## src/core/scr_pkg.sv

```systemverilog
// Constants and types shared by the configuration and status register bank.
// Assumes a byte-wide serial register port with a 7-bit address and a direction bit.
package scr_pkg;

  // ****************************************************************
  // Register addresses
  // ****************************************************************
  localparam logic [6:0] ADDR_CFG   = 7'h11; // Sensor configuration
  localparam logic [6:0] ADDR_OBS   = 7'h2e; // Mode observation
  localparam logic [6:0] ADDR_KEY   = 7'h3a; // Keyed chip reset, write only
  localparam logic [6:0] ADDR_NREV  = 7'h3e; // Inverted revision
  localparam logic [6:0] ADDR_NPROD = 7'h3f; // Inverted product
  localparam logic [6:0] ADDR_BURST = 7'h42; // Burst readout port

  // ****************************************************************
  // Field positions and values
  // ****************************************************************
  localparam int         CFG_CPI_BIT   = 7;     // Resolution select bit
  localparam int         CFG_REST_LSB  = 4;     // Rest force field low bit
  localparam int         OBS_MODE_LSB  = 6;     // Power mode field low bit
  localparam int         HDR_DIR_BIT   = 7;     // Direction bit of header byte
  localparam logic [7:0] RESET_KEY     = 8'h5a; // Key that resets the chip
  localparam logic       CPI_RST       = 1'h0;  // Resolution after reset, 500 cpi
  localparam logic [1:0] REST_RST      = 2'h0;  // Normal operation after reset
  localparam logic [3:0] OBS_TICK_ALL  = 4'hf;  // Tick bits set by a frame
  localparam logic [3:0] OBS_CLEAR     = 4'h0;  // Tick bits after a clear
  localparam logic [7:0] READ_ZERO     = 8'h00; // Reserved data
  localparam logic [2:0] BURST_FIRST   = 3'h1;  // Index after header of a burst
  localparam logic [2:0] BURST_CLR_IDX = 3'h3;  // Bytes sent when motion clears
  localparam logic [2:0] BURST_LAST    = 3'h7;  // Index past the last item
  localparam logic [2:0] BIT_LAST      = 3'h7;  // Last bit of a byte

  // ****************************************************************
  // Types
  // ****************************************************************
  typedef enum logic [1:0] {
    PH_HEADER,  // Next byte is an address header
    PH_WRITE,   // Next byte is write data
    PH_READ     // Bytes go out to the host
  } scr_phase_type;

endpackage

```

## src/core/scr_byte_if.sv

```systemverilog
// Byte handshake between the serial shifter and the register bank.
// Assumes both ends run on the same reference clock.
`timescale 1ns/1ps
interface scr_byte_if;
  logic       active;    // Select asserted, synchronised
  logic       byte_done; // One-cycle pulse, a byte came in
  logic [7:0] rx_byte;   // Received byte, valid with byte_done
  logic [7:0] tx_byte;   // Byte loaded at the next byte start

  modport port (output active, output byte_done, output rx_byte, input tx_byte);
  modport bank (input active, input byte_done, input rx_byte, output tx_byte);
endinterface // scr_byte_if

```

## src/core/scr_regs.sv

```systemverilog
// Configuration, observation, keyed reset, identity and burst registers.
// Assumes the host is the serial master; sensor data inputs are on REF_CLK.
`timescale 1ns/1ps

// Functional notes
// - Bits 5:4 force rest one to three
// - Bit 7 selects 500 or 1000 cpi
// - Observation bits 7:6 show power mode
// - Every frame sets observation bits 3:0, unless a key write comes in that cycle
// - An observation write clears tick bits unless a frame comes in that cycle
// - Key write to 0x3a resets everything
// - 0x3e reads inverted revision code
// - 0x3f reads inverted product code
// - Burst at 0x42 returns seven fixed bytes
// - Third burst byte clears motion data
module scr_regs #(
  parameter logic [7:0] REVISION_ID = 8'h6a, // Arbitrary value
  parameter logic [7:0] PRODUCT_ID  = 8'h35  // Arbitrary value
) (
  input  wire logic       REF_CLK,      // Reference clock, 250 MHz
  input  wire logic       RST,          // Synchronous reset, active high
  input  wire logic       SCLK,         // Serial clock from host
  input  wire logic       MOSI,         // Serial data from host
  input  wire logic       NCS_N,        // Serial select, active low
  output logic            MISO_O,       // Serial data to host
  output logic            MISO_OE,      // Serial data drive enable
  input  wire logic       FRAME_TICK,   // One pulse per processed frame
  input  wire logic [1:0] POWER_MODE,   // Current power mode
  input  wire logic [7:0] MOTION_STAT,  // Motion status byte
  input  wire logic [7:0] DELTA_Y,      // Y displacement
  input  wire logic [7:0] DELTA_X,      // X displacement
  input  wire logic [7:0] SURF_QUAL,    // Surface quality
  input  wire logic [7:0] SHUTTER_HI,   // Shutter high byte
  input  wire logic [7:0] SHUTTER_LO,   // Shutter low byte
  input  wire logic [7:0] MAX_PIXEL,    // Maximum pixel value
  output logic [1:0]      REST_FORCE,   // Forced rest state request
  output logic            CPI_SELECT,   // High for 1000 cpi
  output logic            CHIP_RESET,   // Pulse, whole chip reset
  output logic            MOTION_CLEAR  // Pulse, clear motion data
);

  // ****************************************************************
  // State
  // ****************************************************************
  typedef struct packed {
    scr_pkg::scr_phase_type phase;     // Byte role in the frame
    logic [6:0]             addr;      // Address of the transfer
    logic                   burst;     // Burst readout running
    logic [2:0]             burst_idx; // Next burst item
    logic [7:0]             tx;        // Byte offered to the shifter
    logic                   cpi;       // Resolution select
    logic [1:0]             rest;      // Rest force field
    logic [3:0]             frame_tick_bits;       // Frame tick bits
    logic                   chip_rst;  // Reset pulse
    logic                   mclr;      // Motion clear pulse
  } scr_regs_type;

  scr_regs_type q, d;
  scr_byte_if   link ();               // Byte handshake to the shifter
  logic         hdr_done;              // Header byte arrived
  logic         wr_done;               // Write data byte arrived
  logic         rd_done;               // A read byte went out

  // ****************************************************************
  // Serial shifter
  // ****************************************************************
  scr_shifter u_shift (
    .clk      (REF_CLK),
    .rst      (RST),
    .sclk_in  (SCLK),
    .mosi_in  (MOSI),
    .sel_n_in (NCS_N),
    .miso_o   (MISO_O),
    .miso_oe  (MISO_OE),
    .bus      (link.port)
  );

  // ****************************************************************
  // Read data selection
  // ****************************************************************
  // Single register read; unknown or write-only addresses give zero
  function automatic logic [7:0] read_mux(input logic [6:0] a, input scr_regs_type s);
    logic [7:0] v;
    v = scr_pkg::READ_ZERO;
    unique case (a)
      scr_pkg::ADDR_CFG:
      begin
        v[scr_pkg::CFG_CPI_BIT]                      = s.cpi;
        v[scr_pkg::CFG_REST_LSB +: 2]                = s.rest;
      end
      scr_pkg::ADDR_OBS:
      begin
        v[scr_pkg::OBS_MODE_LSB +: 2] = POWER_MODE;
        v[3:0]                        = s.frame_tick_bits;
      end
      scr_pkg::ADDR_NREV:  v = ~REVISION_ID;
      scr_pkg::ADDR_NPROD: v = ~PRODUCT_ID;
      scr_pkg::ADDR_BURST: v = MOTION_STAT;
      default:             v = scr_pkg::READ_ZERO;
    endcase
    return v;
  endfunction

  // Burst items after the motion status byte, zero past the end
  function automatic logic [7:0] burst_mux(input logic [2:0] i);
    logic [7:0] v;
    v = scr_pkg::READ_ZERO;
    unique case (i)
      3'h1:    v = DELTA_Y;
      3'h2:    v = DELTA_X;
      3'h3:    v = SURF_QUAL;
      3'h4:    v = SHUTTER_HI;
      3'h5:    v = SHUTTER_LO;
      3'h6:    v = MAX_PIXEL;
      default: v = scr_pkg::READ_ZERO;
    endcase
    return v;
  endfunction

  // ****************************************************************
  // Next state
  // ****************************************************************
  // Byte roles, register writes, burst stepping and frame ticks
  always_comb
  begin
    d          = q;
    d.chip_rst = 1'b0;
    d.mclr     = 1'b0;
    hdr_done   = link.byte_done && (q.phase == scr_pkg::PH_HEADER);
    wr_done    = link.byte_done && (q.phase == scr_pkg::PH_WRITE);
    rd_done    = link.byte_done && (q.phase == scr_pkg::PH_READ);
    if (!link.active)
    begin
      // Deselect ends any transfer and any burst
      d.phase = scr_pkg::PH_HEADER;
      d.burst = 1'b0;
    end
    else if (hdr_done)
    begin
      d.addr = link.rx_byte[6:0];
      if (link.rx_byte[scr_pkg::HDR_DIR_BIT])
        d.phase = scr_pkg::PH_WRITE;
      else
      begin
        d.phase     = scr_pkg::PH_READ;
        d.tx        = read_mux(link.rx_byte[6:0], q);
        d.burst     = (link.rx_byte[6:0] == scr_pkg::ADDR_BURST);
        d.burst_idx = scr_pkg::BURST_FIRST;
      end
    end
    else if (wr_done)
    begin
      // A further header may follow in the same frame
      d.phase = scr_pkg::PH_HEADER;
      unique case (q.addr)
        scr_pkg::ADDR_CFG:
        begin
          d.cpi  = link.rx_byte[scr_pkg::CFG_CPI_BIT];
          d.rest = link.rx_byte[scr_pkg::CFG_REST_LSB +: 2];
        end
        scr_pkg::ADDR_OBS: d.frame_tick_bits = scr_pkg::OBS_CLEAR;
        default:           d.frame_tick_bits = q.frame_tick_bits;
      endcase
    end
    else if (rd_done)
    begin
      // Single reads repeat zero; bursts step through the items
      d.tx = scr_pkg::READ_ZERO;
      if (q.burst && (q.burst_idx != scr_pkg::BURST_LAST))
      begin
        d.tx        = burst_mux(q.burst_idx);
        d.burst_idx = q.burst_idx + 3'h1;
        d.mclr      = (q.burst_idx == scr_pkg::BURST_CLR_IDX);
      end
    end
    // A frame in the clearing cycle still leaves its tick
    if (FRAME_TICK)
      d.frame_tick_bits = scr_pkg::OBS_TICK_ALL;
    // Key write wins over everything and restores defaults
    if (wr_done && (q.addr == scr_pkg::ADDR_KEY) &&
        (link.rx_byte == scr_pkg::RESET_KEY))
    begin
      d.cpi      = scr_pkg::CPI_RST;
      d.rest     = scr_pkg::REST_RST;
      d.frame_tick_bits      = scr_pkg::OBS_CLEAR;
      d.burst    = 1'b0;
      d.tx       = scr_pkg::READ_ZERO;
      d.chip_rst = 1'b1;
    end
  end

  // Register the whole state
  always_ff @(posedge REF_CLK)
  begin
    if (RST)
    begin
      q       <= '0;
      q.phase <= scr_pkg::PH_HEADER;
      q.cpi   <= scr_pkg::CPI_RST;
      q.rest  <= scr_pkg::REST_RST;
    end
    else
      q <= d;
  end

  // Outputs straight from state flops
  assign link.tx_byte = q.tx;
  assign REST_FORCE   = q.rest;
  assign CPI_SELECT   = q.cpi;
  assign CHIP_RESET   = q.chip_rst;
  assign MOTION_CLEAR = q.mclr;

  logic key_wr; // Key written to the reset register
  assign key_wr = wr_done && (q.addr == scr_pkg::ADDR_KEY) &&
                  (link.rx_byte == scr_pkg::RESET_KEY);
endmodule // scr_regs

```

## src/core/scr_shifter.sv

```systemverilog
// Serial shifter: samples the four-wire port on the reference clock.
// Assumes clock idles high, data changes on falling and is taken on rising edges.
`timescale 1ns/1ps
module scr_shifter (
  input  wire logic clk,        // Reference clock
  input  wire logic rst,        // Synchronous reset, active high
  input  wire logic sclk_in,    // Serial clock pin
  input  wire logic mosi_in,    // Serial data in pin
  input  wire logic sel_n_in,   // Select pin, active low
  output logic      miso_o,     // Serial data out value
  output logic      miso_oe,    // Serial data out enable
  scr_byte_if.port  bus         // Byte handshake
);

  // ****************************************************************
  // State
  // ****************************************************************
  typedef struct packed {
    logic [2:0] sclk_s;   // Clock sync pair plus previous sample
    logic [1:0] mosi_s;   // Data sync pair
    logic [1:0] sel_s;    // Select sync pair, reset to idle
    logic [2:0] bit_cnt;  // Bits taken in the current byte
    logic [7:0] rx_sh;    // Incoming shift register
    logic [7:0] tx_sh;    // Outgoing shift register
    logic [7:0] rx_byte;  // Last full byte
    logic       done;     // Byte pulse
    logic       miso;     // Data out
    logic       oe;       // Data out enable
  } scr_shift_type;

  scr_shift_type q, d;
  logic          active;  // Select seen low after sync
  logic          rise;    // Serial clock rising edge
  logic          fall;    // Serial clock falling edge

  // ****************************************************************
  // Next state
  // ****************************************************************
  // Edges come only from synchronised samples, never the first stage
  always_comb
  begin
    d         = q;
    d.sclk_s  = {q.sclk_s[1:0], sclk_in};
    d.mosi_s  = {q.mosi_s[0], mosi_in};
    d.sel_s   = {q.sel_s[0], sel_n_in};
    d.done    = 1'b0;
    active    = !q.sel_s[1];
    rise      = q.sclk_s[1] && !q.sclk_s[2];
    fall      = !q.sclk_s[1] && q.sclk_s[2];
    if (!active)
    begin
      // Frame over: release the line and restart the bit count
      d.bit_cnt = '0;
      d.oe      = 1'b0;
    end
    else
    begin
      d.oe = 1'b1;
      if (fall)
      begin
        // First falling edge of a byte loads what the bank offers
        if (q.bit_cnt == '0)
        begin
          d.miso  = bus.tx_byte[7];
          d.tx_sh = {bus.tx_byte[6:0], 1'b0};
        end
        else
        begin
          d.miso  = q.tx_sh[7];
          d.tx_sh = {q.tx_sh[6:0], 1'b0};
        end
      end
      if (rise)
      begin
        d.rx_sh   = {q.rx_sh[6:0], q.mosi_s[1]};
        d.bit_cnt = q.bit_cnt + 3'h1;
        if (q.bit_cnt == scr_pkg::BIT_LAST)
        begin
          d.done    = 1'b1;
          d.rx_byte = {q.rx_sh[6:0], q.mosi_s[1]};
        end
      end
    end
  end

  // Register the whole state
  always_ff @(posedge clk)
  begin
    if (rst)
    begin
      q       <= '0;
      q.sel_s <= 2'h3;
      q.sclk_s <= 3'h7;
    end
    else
      q <= d;
  end

  assign bus.active    = active;
  assign bus.byte_done = q.done;
  assign bus.rx_byte   = q.rx_byte;
  assign miso_o        = q.miso;
  assign miso_oe       = q.oe;

endmodule // scr_shifter

```

## config.mk

```make
export PLATFORM = sky130hd
export DESIGN_NAME = scr_regs
export DESIGN_NICKNAME = d
export VERILOG_FILES = /design/src/core/scr_pkg.sv /design/src/core/scr_byte_if.sv /design/src/core/scr_regs.sv /design/src/core/scr_shifter.sv
export SDC_FILE = /design/constraint.sdc
export NUM_CORES = 1
export LEC_CHECK = 0
export BUFFER_PORTS_ARGS = -buffer_cell sky130_fd_sc_hd__buf_4
export CORE_MARGIN = 2
export CORE_UTILIZATION = 30
export DETAILED_ROUTE_END_ITERATION = 10
export SYNTH_ARGS = -nofsm -noshare
export SYNTH_HDL_FRONTEND = slang
export SYNTH_SLANG_ARGS = --single-unit
export TNS_END_PERCENT = 100
```

## constraint.sdc

```tcl
create_clock -name REF_CLK -period 2.7 [get_ports REF_CLK]
set_input_delay 0.27 -clock REF_CLK [delete_from_list [all_inputs] [get_ports REF_CLK]]
set_output_delay 0.27 -clock REF_CLK [all_outputs]
set_load 0.03 [all_outputs]
```

==> run_results.csv, run 1 <==
group,metric,value,unit
clocking,root_buffer,"clkbuf_8",
final_layout,seq_area,1240,sq um
global_routing,grt_overflow_total,0,
setup_path,r2r_slack,730,ps
final_layout,area_growth,25.8,%
final_layout,nFillCells,1049,
die,ioPinCount,71,
route,routed_wirelength,7780,microns
hold_path,holdCritPathClass,"primary input to flop",
global_routing,antenna_found_initial,0,
setup_path,worstPathArrival,2230,ps
clocking,clk_pin_slew_worst_paths,70,ps
setup_path,endpoint_kind,"flop",
sta,fin_crit_sh,0.730,
final_layout,final_cell_mix,"buf_4, dfxtp_1, nor2_1",
route,drtIter0Drc,139,
die,start_util,0.304,
sta,min_period,1970,ps
sta,finalHoldViolCount,0,
clocking,cts-buffers-inserted,9,
route,routedWlPerCell,14.5,microns
power_and_ir_drop,total_power,1.91,mW
yosys,syn_nets,411,
power_and_ir_drop,peakVddDrop,0.234,mV
die,design.die.area,11200,sq um
route,viasPerCell,4.95,
sta,slew_headroom,0.434,
final_layout,multi_input_area,1700,sq um
clocking,numClockSinks,62,
clocking,htree_levels,3,
yosys,synth.distinct_cells,58,
clocking,clk-insertion-delay-late,350,ps
setup_path,cp_slowest_stage_delay,490,ps
yosys,synth_ff_type,"dfxtp_1",
sta,setup_viol,0,
global_routing,grt_pass1_vias,2605,
yosys,syn-cell-area,3100,sq um
final_layout,final_nets,470,
route,drtAntennaViolNets,0,
sta,layout_setup_ws,730,ps
yosys,ys_ff_latch,62,
placed_design,place.gp.congestion,0.816,
setup_path,path_buf_inv,1,
yosys,synth_cells,338,
yosys,synth-async-reset-ratio,0,
clocking,postCtsSetupRepairBufs,0,
yosys,synth_warnings,0,
setup_path,timing.critical_path.mode_cell,"a21oi_1",
die,core,10200,sq um
final_layout,final_cells,538,
sta,fmax,507,MHz
placed_design,dp_hpwl,5840,microns
setup_path,worst_path_max_delay_cell,"ha_1",
clocking,cts_tree,"yes",
yosys,seq_area_frac_synth,0.401,
sta,report.final.slew_viol_count,0,
die,die_h,106,microns
setup_path,crit_type,"flop to flop",
setup_path,crit_required,2960,ps
clocking,clockBufferDepth,2,
power_and_ir_drop,total_leakage_power,1.41,nW
placed_design,dp.cells,522,
global_routing,track_usage,0.143,
setup_path,crit_path_cell_trace,"inv_1, ha_1, a222oi_1, a21oi_1, a21oi_1, o22a_1, a211oi_1",
yosys,syn_area_per_cell,9.17,sq um
final_layout,drive_above_1_share,0.274,
sta,finalSetupTns,0,ps
clocking,hold_buffers,0,
setup_path,start_kind,"flop",
sta,finClkSkew,11.9,ps
sta,timing.hold.ws,107,ps
run,maxCapViolations,0,
run_status,status,"completed",
final_layout,n_antenna_cell,0,
setup_path,cp_top_family,"compound AO/OA/AOI/OAI gates",
clocking,ctsResizeCount,0,
placed_design,pre_cts_ws,690,ps
global_routing,grt_start_max_net_pins,45,
sta,tightest_slew,845,ps
die,rows,37,
final_layout,layout_commonest_cell,"buf_4",
sta,rsz0062_at_grt,"no",
global_routing,grt_pass1_wl,12500,microns
route,drc,0,
placed_design,port-buffer-count,70,
power_and_ir_drop,p_per_area,491,nW/um^2
yosys,synth-edff-count,0,
route,drtPass1Iterations,4,
route,dr_total_vias,2665,
setup_path,crit_fanout,16,
die,die_x,106,microns
==> per-layer routing <==
layer,track usage,part of all wire,up-vias
li1,-,-,1347
met1,0.180,0.47,1225
met2,0.229,0.45,77
met3,0.0297,0.057,16
met4,0.0761,0.025,0
met5,0,0,-
==> cell usage after synthesis, types with 7 or more instances <==
cell / number / area, sq um
nand2_1: 23 / 86.3
a22oi_1: 7 / 52.6
clkbuf_1: 10 / 37.5
a211oi_1: 12 / 90.1
inv_1: 9 / 33.8
nor2_1: 48 / 180
a221oi_1: 8 / 70.1
a21oi_1: 28 / 140
buf_2: 9 / 45.0
mux2i_1: 24 / 240
dfxtp_1: 62 / 1240
ha_1: 9 / 113
==> layout make-up <==
type,count,area share
clock buffer,10,0.0327
timing repair buffer,72,0.139
multi-input combinational,243,0.436
inverter,9,0.00866
clock inverter,6,0.0221
sequential,62,0.318
tap,136,0.0436
==> report_power, final <==
group	switching [mW]	total (mW)	internal, mW	leakage (nW)
Clock	0.361	0.879	0.518	0.106
Combinational	0.0398	0.110	0.0703	0.804
Sequential	0.00423	0.926	0.922	0.501
==> per-stage QoR <==
step	instance area (sq um)	utilization
CTS	3900	0.383
global placement	3680	0.362
detailed placement	3680	0.362
global route	3900	0.383
finish	3900	0.383
floorplan	3100	-
==> registers in the layout, summed over array words and instances, names as in the netlist, 2 cells and up <==
register	count
link.tx_byte	8
q	14
REST_FORCE	2
u_shift.q	20
u_shift.d	4
u_shift.bus.rx_byte	8
==> logic make-up after synthesis <==
| group | share of synthesized area |
|---|---|
| and+or+nand+nor | 0.207 |
| muxes | 0.0921 |
| buffers and inverters | 0.0509 |
| xor gates and xnor gates | 0.00283 |
| DFF | 0.401 |
| AOI/OAI and AO/OA | 0.210 |
| adders and majority gates | 0.0363 |
==> path summary, 6_finish.rpt <==
check                            from                            to  cells after the start
max                q[17]$_SDFFE_PP0P_  link.tx_byte[2]$_SDFFE_PP0P_                      7
max reg2reg        q[17]$_SDFFE_PP0P_  link.tx_byte[2]$_SDFFE_PP0P_                      7
min                              SCLK      u_shift.d[35]$_SDFF_PP1_                      2
min reg2reg  u_shift.d[31]$_SDFF_PP1_      u_shift.q[31]$_SDFF_PP1_                      1
Power figures use the tool's default switching activity.
==> inputs of run 2 (changes only) <==
==> constraint.sdc (replaced) <==
create_clock -name REF_CLK -period 1.7 [get_ports REF_CLK]
set_input_delay 0.17 -clock REF_CLK [delete_from_list [all_inputs] [get_ports REF_CLK]]
set_output_delay 0.17 -clock REF_CLK [all_outputs]
set_load 0.03 [all_outputs]
==> run 2 against run 1 <==
Compared with the run above:
- sequential power grew 59%
- clock skew down 2.5 ps
- global-route usage rose by 1.0 points
- via count increased by 4.9%
- critical endpoint is now link.tx_byte[5]$_SDFFE_PP0P_
- hold slack got worse by 81 ps
- maximum frequency grew 13%
- sequential cell count unchanged
- the flow now finishes with violations (negative setup slack)
==> run_results.csv, run 2 (synthesized netlist as in run 1, its figures left out) <==
group,metric,value,unit
route,routedWlPerCell,14.8,microns
global_routing,grt_util_met3,0.0396,
route,drtAntennaViolNets,0,
final_layout,layout_commonest_cell,"buf_4",
final_layout,final_cell_mix,"buf_4, dfxtp_1, nor2_1",
setup_path,start_kind,"flop",
sta,report.final.slew_viol_count,0,
die,design.die.area,11200,sq um
route,drc,0,
clocking,root_buffer,"clkbuf_8",
route,dr_total_vias,2796,
global_routing,antenna_found_initial,0,
sta,fmax,575,MHz
final_layout,multi_input_area,1870,sq um
run,maxCapViolations,0,
clocking,clk_pin_slew_worst_paths,70,ps
clocking,clk-insertion-delay-late,350,ps
clocking,numClockSinks,62,
clocking,htree_levels,3,
power_and_ir_drop,peakVddDrop,0.479,mV
hold_path,holdCritPathClass,"primary input to flop",
power_and_ir_drop,p_per_area,680,nW/um^2
die,die_x,106,microns
global_routing,track_usage,0.153,
placed_design,port-buffer-count,70,
clocking,clockBufferDepth,2,
sta,finClkSkew,9.33,ps
power_and_ir_drop,total_leakage_power,1.61,nW
placed_design,place.gp.congestion,0.826,
setup_path,worstPathArrival,1980,ps
global_routing,met1_usage,0.191,
sta,setup_viol,4,
die,ioPinCount,71,
placed_design,dpl_cell_area,3960,sq um
sta,slew_headroom,0.647,
final_layout,n_antenna_cell,0,
setup_path,crit_type,"flop to flop",
global_routing,grt_start_max_net_pins,26,
sta,fin_crit_sh,1.02,
clocking,cts_tree,"yes",
die,rows,37,
die,die_h,106,microns
setup_path,crit_required,1940,ps
final_layout,final_cell_area,4390,sq um
global_routing,grt_overflow_total,0,
final_layout,top_register,"u_shift.q",
global_routing,use_met2,0.250,
route,viasPerCell,4.86,
setup_path,endpoint_kind,"flop",
global_routing,grt_pass1_vias,2687,
sta,tightest_slew,527,ps
route,routed_wirelength,8530,microns
die,core,10200,sq um
setup_path,crit_fanout,8,
final_layout,reg_top3,"u_shift.q: 20 flops, q: 14 flops",
clocking,cts-buffers-inserted,9,
final_layout,drive_above_1_share,0.392,
global_routing,top_usage_layer,"met2",
die,start_util,0.304,
sta,layout_setup_ws,-38.6,ps
global_routing,grt_pass1_wl,13400,microns
sta,min_period,1740,ps
sta,rsz0062_at_grt,"yes",
final_layout,seq_area,1250,sq um
run_status,status,"finished with violations",
run_status,violations,"negative setup slack",
final_layout,nFillCells,1033,
final_layout,largest_reg_flops,20,
route,drtIter0Drc,132,
route,drtPass1Iterations,4,
sta,finalHoldViolCount,0,
sta,timing.hold.ws,25.4,ps
final_layout,final_nets,507,
placed_design,dp_hpwl,6290,microns
final_layout,area_growth,41.7,%
run 2: cell types whose count changed in the layout (fill, tap and decap cells not counted), sizes merged:
cell and delta:
buf +34, clkinv -3, clkinvlp +3, dlygate4sd3 +2, bufinv -1, clkbuf +1, inv +1
run 2: layer usage:
metal,up-vias,routed length (microns)
met5,-,0
met4,0,192
met2,89,3950
met3,17,505
met1,1268,3880
li1,1422,-
run 2: stage by stage:
stage               setup WS, ps  cells  utilization  power (mW)  TNS, ps
floorplan                   5.37    338            -        1.55        0
global placement            -126    548        0.389        1.69     -554
detailed placement          -165    548        0.389        1.69     -814
CTS                        -21.3    572        0.421        3.01    -21.3
global route                -103    575        0.431        3.10     -732
finish                     -38.6    575        0.431        2.99    -91.2
run 2: worst max-delay path: stages, from the launching register on:
cell and delay (ps):
dfxtp_2 340, buf_6 120, ha_4 170, ha_4 170, a211o_1 270, o21ai_4 270
o221a_1 260, nor3_2 40
run 2: path summary, 6_finish.rpt:
kind	startpoint	end	slack, ps	cells past startpoint
setup / recovery	q[17]$_SDFFE_PP0P_	link.tx_byte[5]$_SDFFE_PP0P_	-40	7
hold reg to reg	u_shift.d[31]$_SDFF_PP1_	u_shift.q[31]$_SDFF_PP1_	410	1
hold / removal	MOSI	u_shift.d[33]$_SDFF_PP0_	30	2
setup reg to reg	q[17]$_SDFFE_PP0P_	link.tx_byte[5]$_SDFFE_PP0P_	-40	7
run 2: final cells by class:
| cell class | count | area share |
|---|---|---|
| Multi-Input combinational cell | 243 | 0.426 |
| Timing Repair Buffer | 109 | 0.195 |
| Clock inverter | 6 | 0.0157 |
| Sequential cell | 62 | 0.284 |
| Clock buffer | 10 | 0.0313 |
| Inverter | 9 | 0.00883 |
| Tap cell | 136 | 0.0388 |
run 2: what timing repair did:
item,4_1_cts,5_1_grt
endpoints found under the hold margin,2,0
resized for setup,13,17
pin swaps,15,16
gates cloned,0,0
setup endpoints to repair,9,14
setup buffers,6,4
hold buffers,2,0
run 2: where the power goes:
| group | internal [mW] | total, mW | switching, mW |
|---|---|---|---|
| combinational | 0.125 | 0.197 | 0.0723 |
| clock | 0.720 | 1.32 | 0.602 |
| sequential | 1.46 | 1.47 | 0.00479 |
==> inputs of run 3 (changes only) <==
--- a/config.mk
+++ b/config.mk
@@ -6,9 +6,11 @@
 export NUM_CORES = 1
 export LEC_CHECK = 0
 export BUFFER_PORTS_ARGS = -buffer_cell sky130_fd_sc_hd__buf_4
-export CORE_MARGIN = 2
+export CORE_ASPECT_RATIO = 0.5
+export CORE_MARGIN = 5
 export CORE_UTILIZATION = 30
 export DETAILED_ROUTE_END_ITERATION = 10
+export SETUP_SLACK_MARGIN = 0.1
 export SYNTH_ARGS = -nofsm -noshare
 export SYNTH_HDL_FRONTEND = slang
 export SYNTH_SLANG_ARGS = --single-unit
==> run 3 against run 2 <==
Compared with the run above:
- the run still ends with negative setup slack left
- register-to-register slack about the same
- final cell count down 1.0%
- via count down 0.86%
- sequential power about the same
==> run_results.csv, run 3 (synthesized netlist as in run 1, its figures left out) <==
group,metric,value,unit
run_status,status,"finished with violations",
run_status,violations,"negative setup slack",
sta,layout_setup_ws,-43.0,ps
final_layout,nFillCells,983,
route,routedWlPerCell,15.0,microns
final_layout,final_cell_mix,"buf_4, dfxtp_1, nor2_1",
setup_path,crit_type,"flop to flop",
die,design.die.area,12600,sq um
sta,rsz0062_at_grt,"yes",
global_routing,grt_pass1_wl,13700,microns
final_layout,drive_above_1_share,0.399,
sta,fmax,574,MHz
final_layout,layout_commonest_cell,"buf_4",
sta,min_period,1740,ps
clocking,numClockSinks,62,
global_routing,antenna_found_initial,0,
route,viasPerCell,4.87,
global_routing,grt_start_max_net_pins,33,
final_layout,top_register,"u_shift.q",
clocking,htree_levels,3,
final_layout,final_nets,498,
clocking,root_buffer,"clkbuf_16",
power_and_ir_drop,total_leakage_power,1.60,nW
run,maxCapViolations,0,
setup_path,crit_required,1920,ps
die,die_x,154,microns
sta,setup_viol,5,
die,die_h,81.9,microns
clocking,cts-buffers-inserted,9,
route,drtIter0Drc,170,
die,core,10100,sq um
power_and_ir_drop,total_power,3.24,mW
placed_design,port-buffer-count,70,
route,drtPass1Iterations,4,
setup_path,endpoint_kind,"flop",
sta,tightest_slew,410,ps
global_routing,grt_pass1_vias,2717,
final_layout,area_growth,42.0,%
die,ioPinCount,71,
final_layout,final_util,0.433,
power_and_ir_drop,p_per_area,738,nW/um^2
route,routed_wirelength,8560,microns
placed_design,place.gp.congestion,0.867,
sta,report.final.slew_viol_count,0,
placed_design,dpl_cell_area,3960,sq um
final_layout,final_cell_area,4400,sq um
sta,fin_crit_sh,1.03,
die,rows,26,
setup_path,crit_fanout,8,
clocking,clk_pin_slew_worst_paths,60,ps
clocking,clockBufferDepth,2,
sta,finalHoldViolCount,0,
global_routing,track_usage,0.137,
power_and_ir_drop,peakVddDrop,0.387,mV
hold_path,holdCritPathClass,"primary input to flop",
final_layout,n_antenna_cell,0,
die,start_util,0.305,
final_layout,multi_input_area,1900,sq um
clocking,clk-insertion-delay-late,330,ps
global_routing,grt_overflow_total,0,
setup_path,start_kind,"flop",
final_layout,seq_area,1250,sq um
sta,finClkSkew,7.76,ps
route,drtAntennaViolNets,0,
sta,timing.hold.ws,28.5,ps
route,drc,0,
clocking,cts_tree,"yes",
final_layout,largest_reg_flops,20,
setup_path,worstPathArrival,1960,ps
sta,finalSetupTns,-138,ps
sta,slew_headroom,0.725,
route,dr_total_vias,2772,
placed_design,dp_hpwl,6380,microns
final_layout,reg_top3,"u_shift.q: 20 flops, q: 14 flops",
## run 3: metal layers
metal | global-route usage | vias to the layer above | wire length, microns
li1 | - | 1405 | -
met1 | 0.176 | 1281 | 4100
met2 | 0.220 | 71 | 3800
met3 | 0.0379 | 15 | 499
met4 | 0.0581 | 0 | 162
met5 | 0 | - | 0
## run 3: cell type report
type	count	area share
Clock buffer	10	0.0521
Clock inverter	5	0.00626
Inverter	9	0.00825
Multi-Input combinational cell	243	0.433
Sequential cell	62	0.284
Tap cell	140	0.0398
Timing Repair Buffer	100	0.177
## run 3: worst paths after layout
| check | from | to | slack [ps] | cells past startpoint |
|---|---|---|---|---|
| setup / recovery | q[17]$_SDFFE_PP0P_ | link.tx_byte[2]$_SDFFE_PP0P_ | -40 | 7 |
| hold / removal | SCLK | u_shift.d[35]$_SDFF_PP1_ | 30 | 2 |
| setup reg to reg | q[17]$_SDFFE_PP0P_ | link.tx_byte[2]$_SDFFE_PP0P_ | -40 | 7 |
| hold reg to reg | u_shift.d[31]$_SDFF_PP1_ | u_shift.q[31]$_SDFF_PP1_ | 410 | 1 |
## run 3: what timing repair did
| action | CTS | global route |
|---|---|---|
| endpoints found under the setup margin | 12 | 26 |
| resized for setup | 17 | 18 |
| hold buffers | 0 | 0 |
| setup buffers | 1 | 2 |
| pin swaps | 9 | 12 |
## run 3: critical path, cell delays in order, from the launching register on
cell	delay [ps]
dfxtp_2	320
buf_6	120
ha_4	170
ha_4	170
a211o_1	260
o21ai_4	290
o22a_1	230
a211oi_2	60
## run 3: metrics by stage
step | setup WS (ps) | std cells
3_5_place_dp | -188 | 551
2_1_floorplan | 13.5 | 338
3_3_place_gp | -110 | 551
6_report | -43.0 | 569
5_1_grt | -136 | 569
4_1_cts | 4.71 | 567
## run 3: power by group
part / total (mW) / leakage [nW] / switching (mW) / internal [mW]
logic: 0.187 / 0.971 / 0.0675 / 0.119
clock network: 1.59 / 0.128 / 0.623 / 0.965
registers: 1.47 / 0.503 / 0.00515 / 1.47
total: 3.24 / 1.60 / 0.695 / 2.55
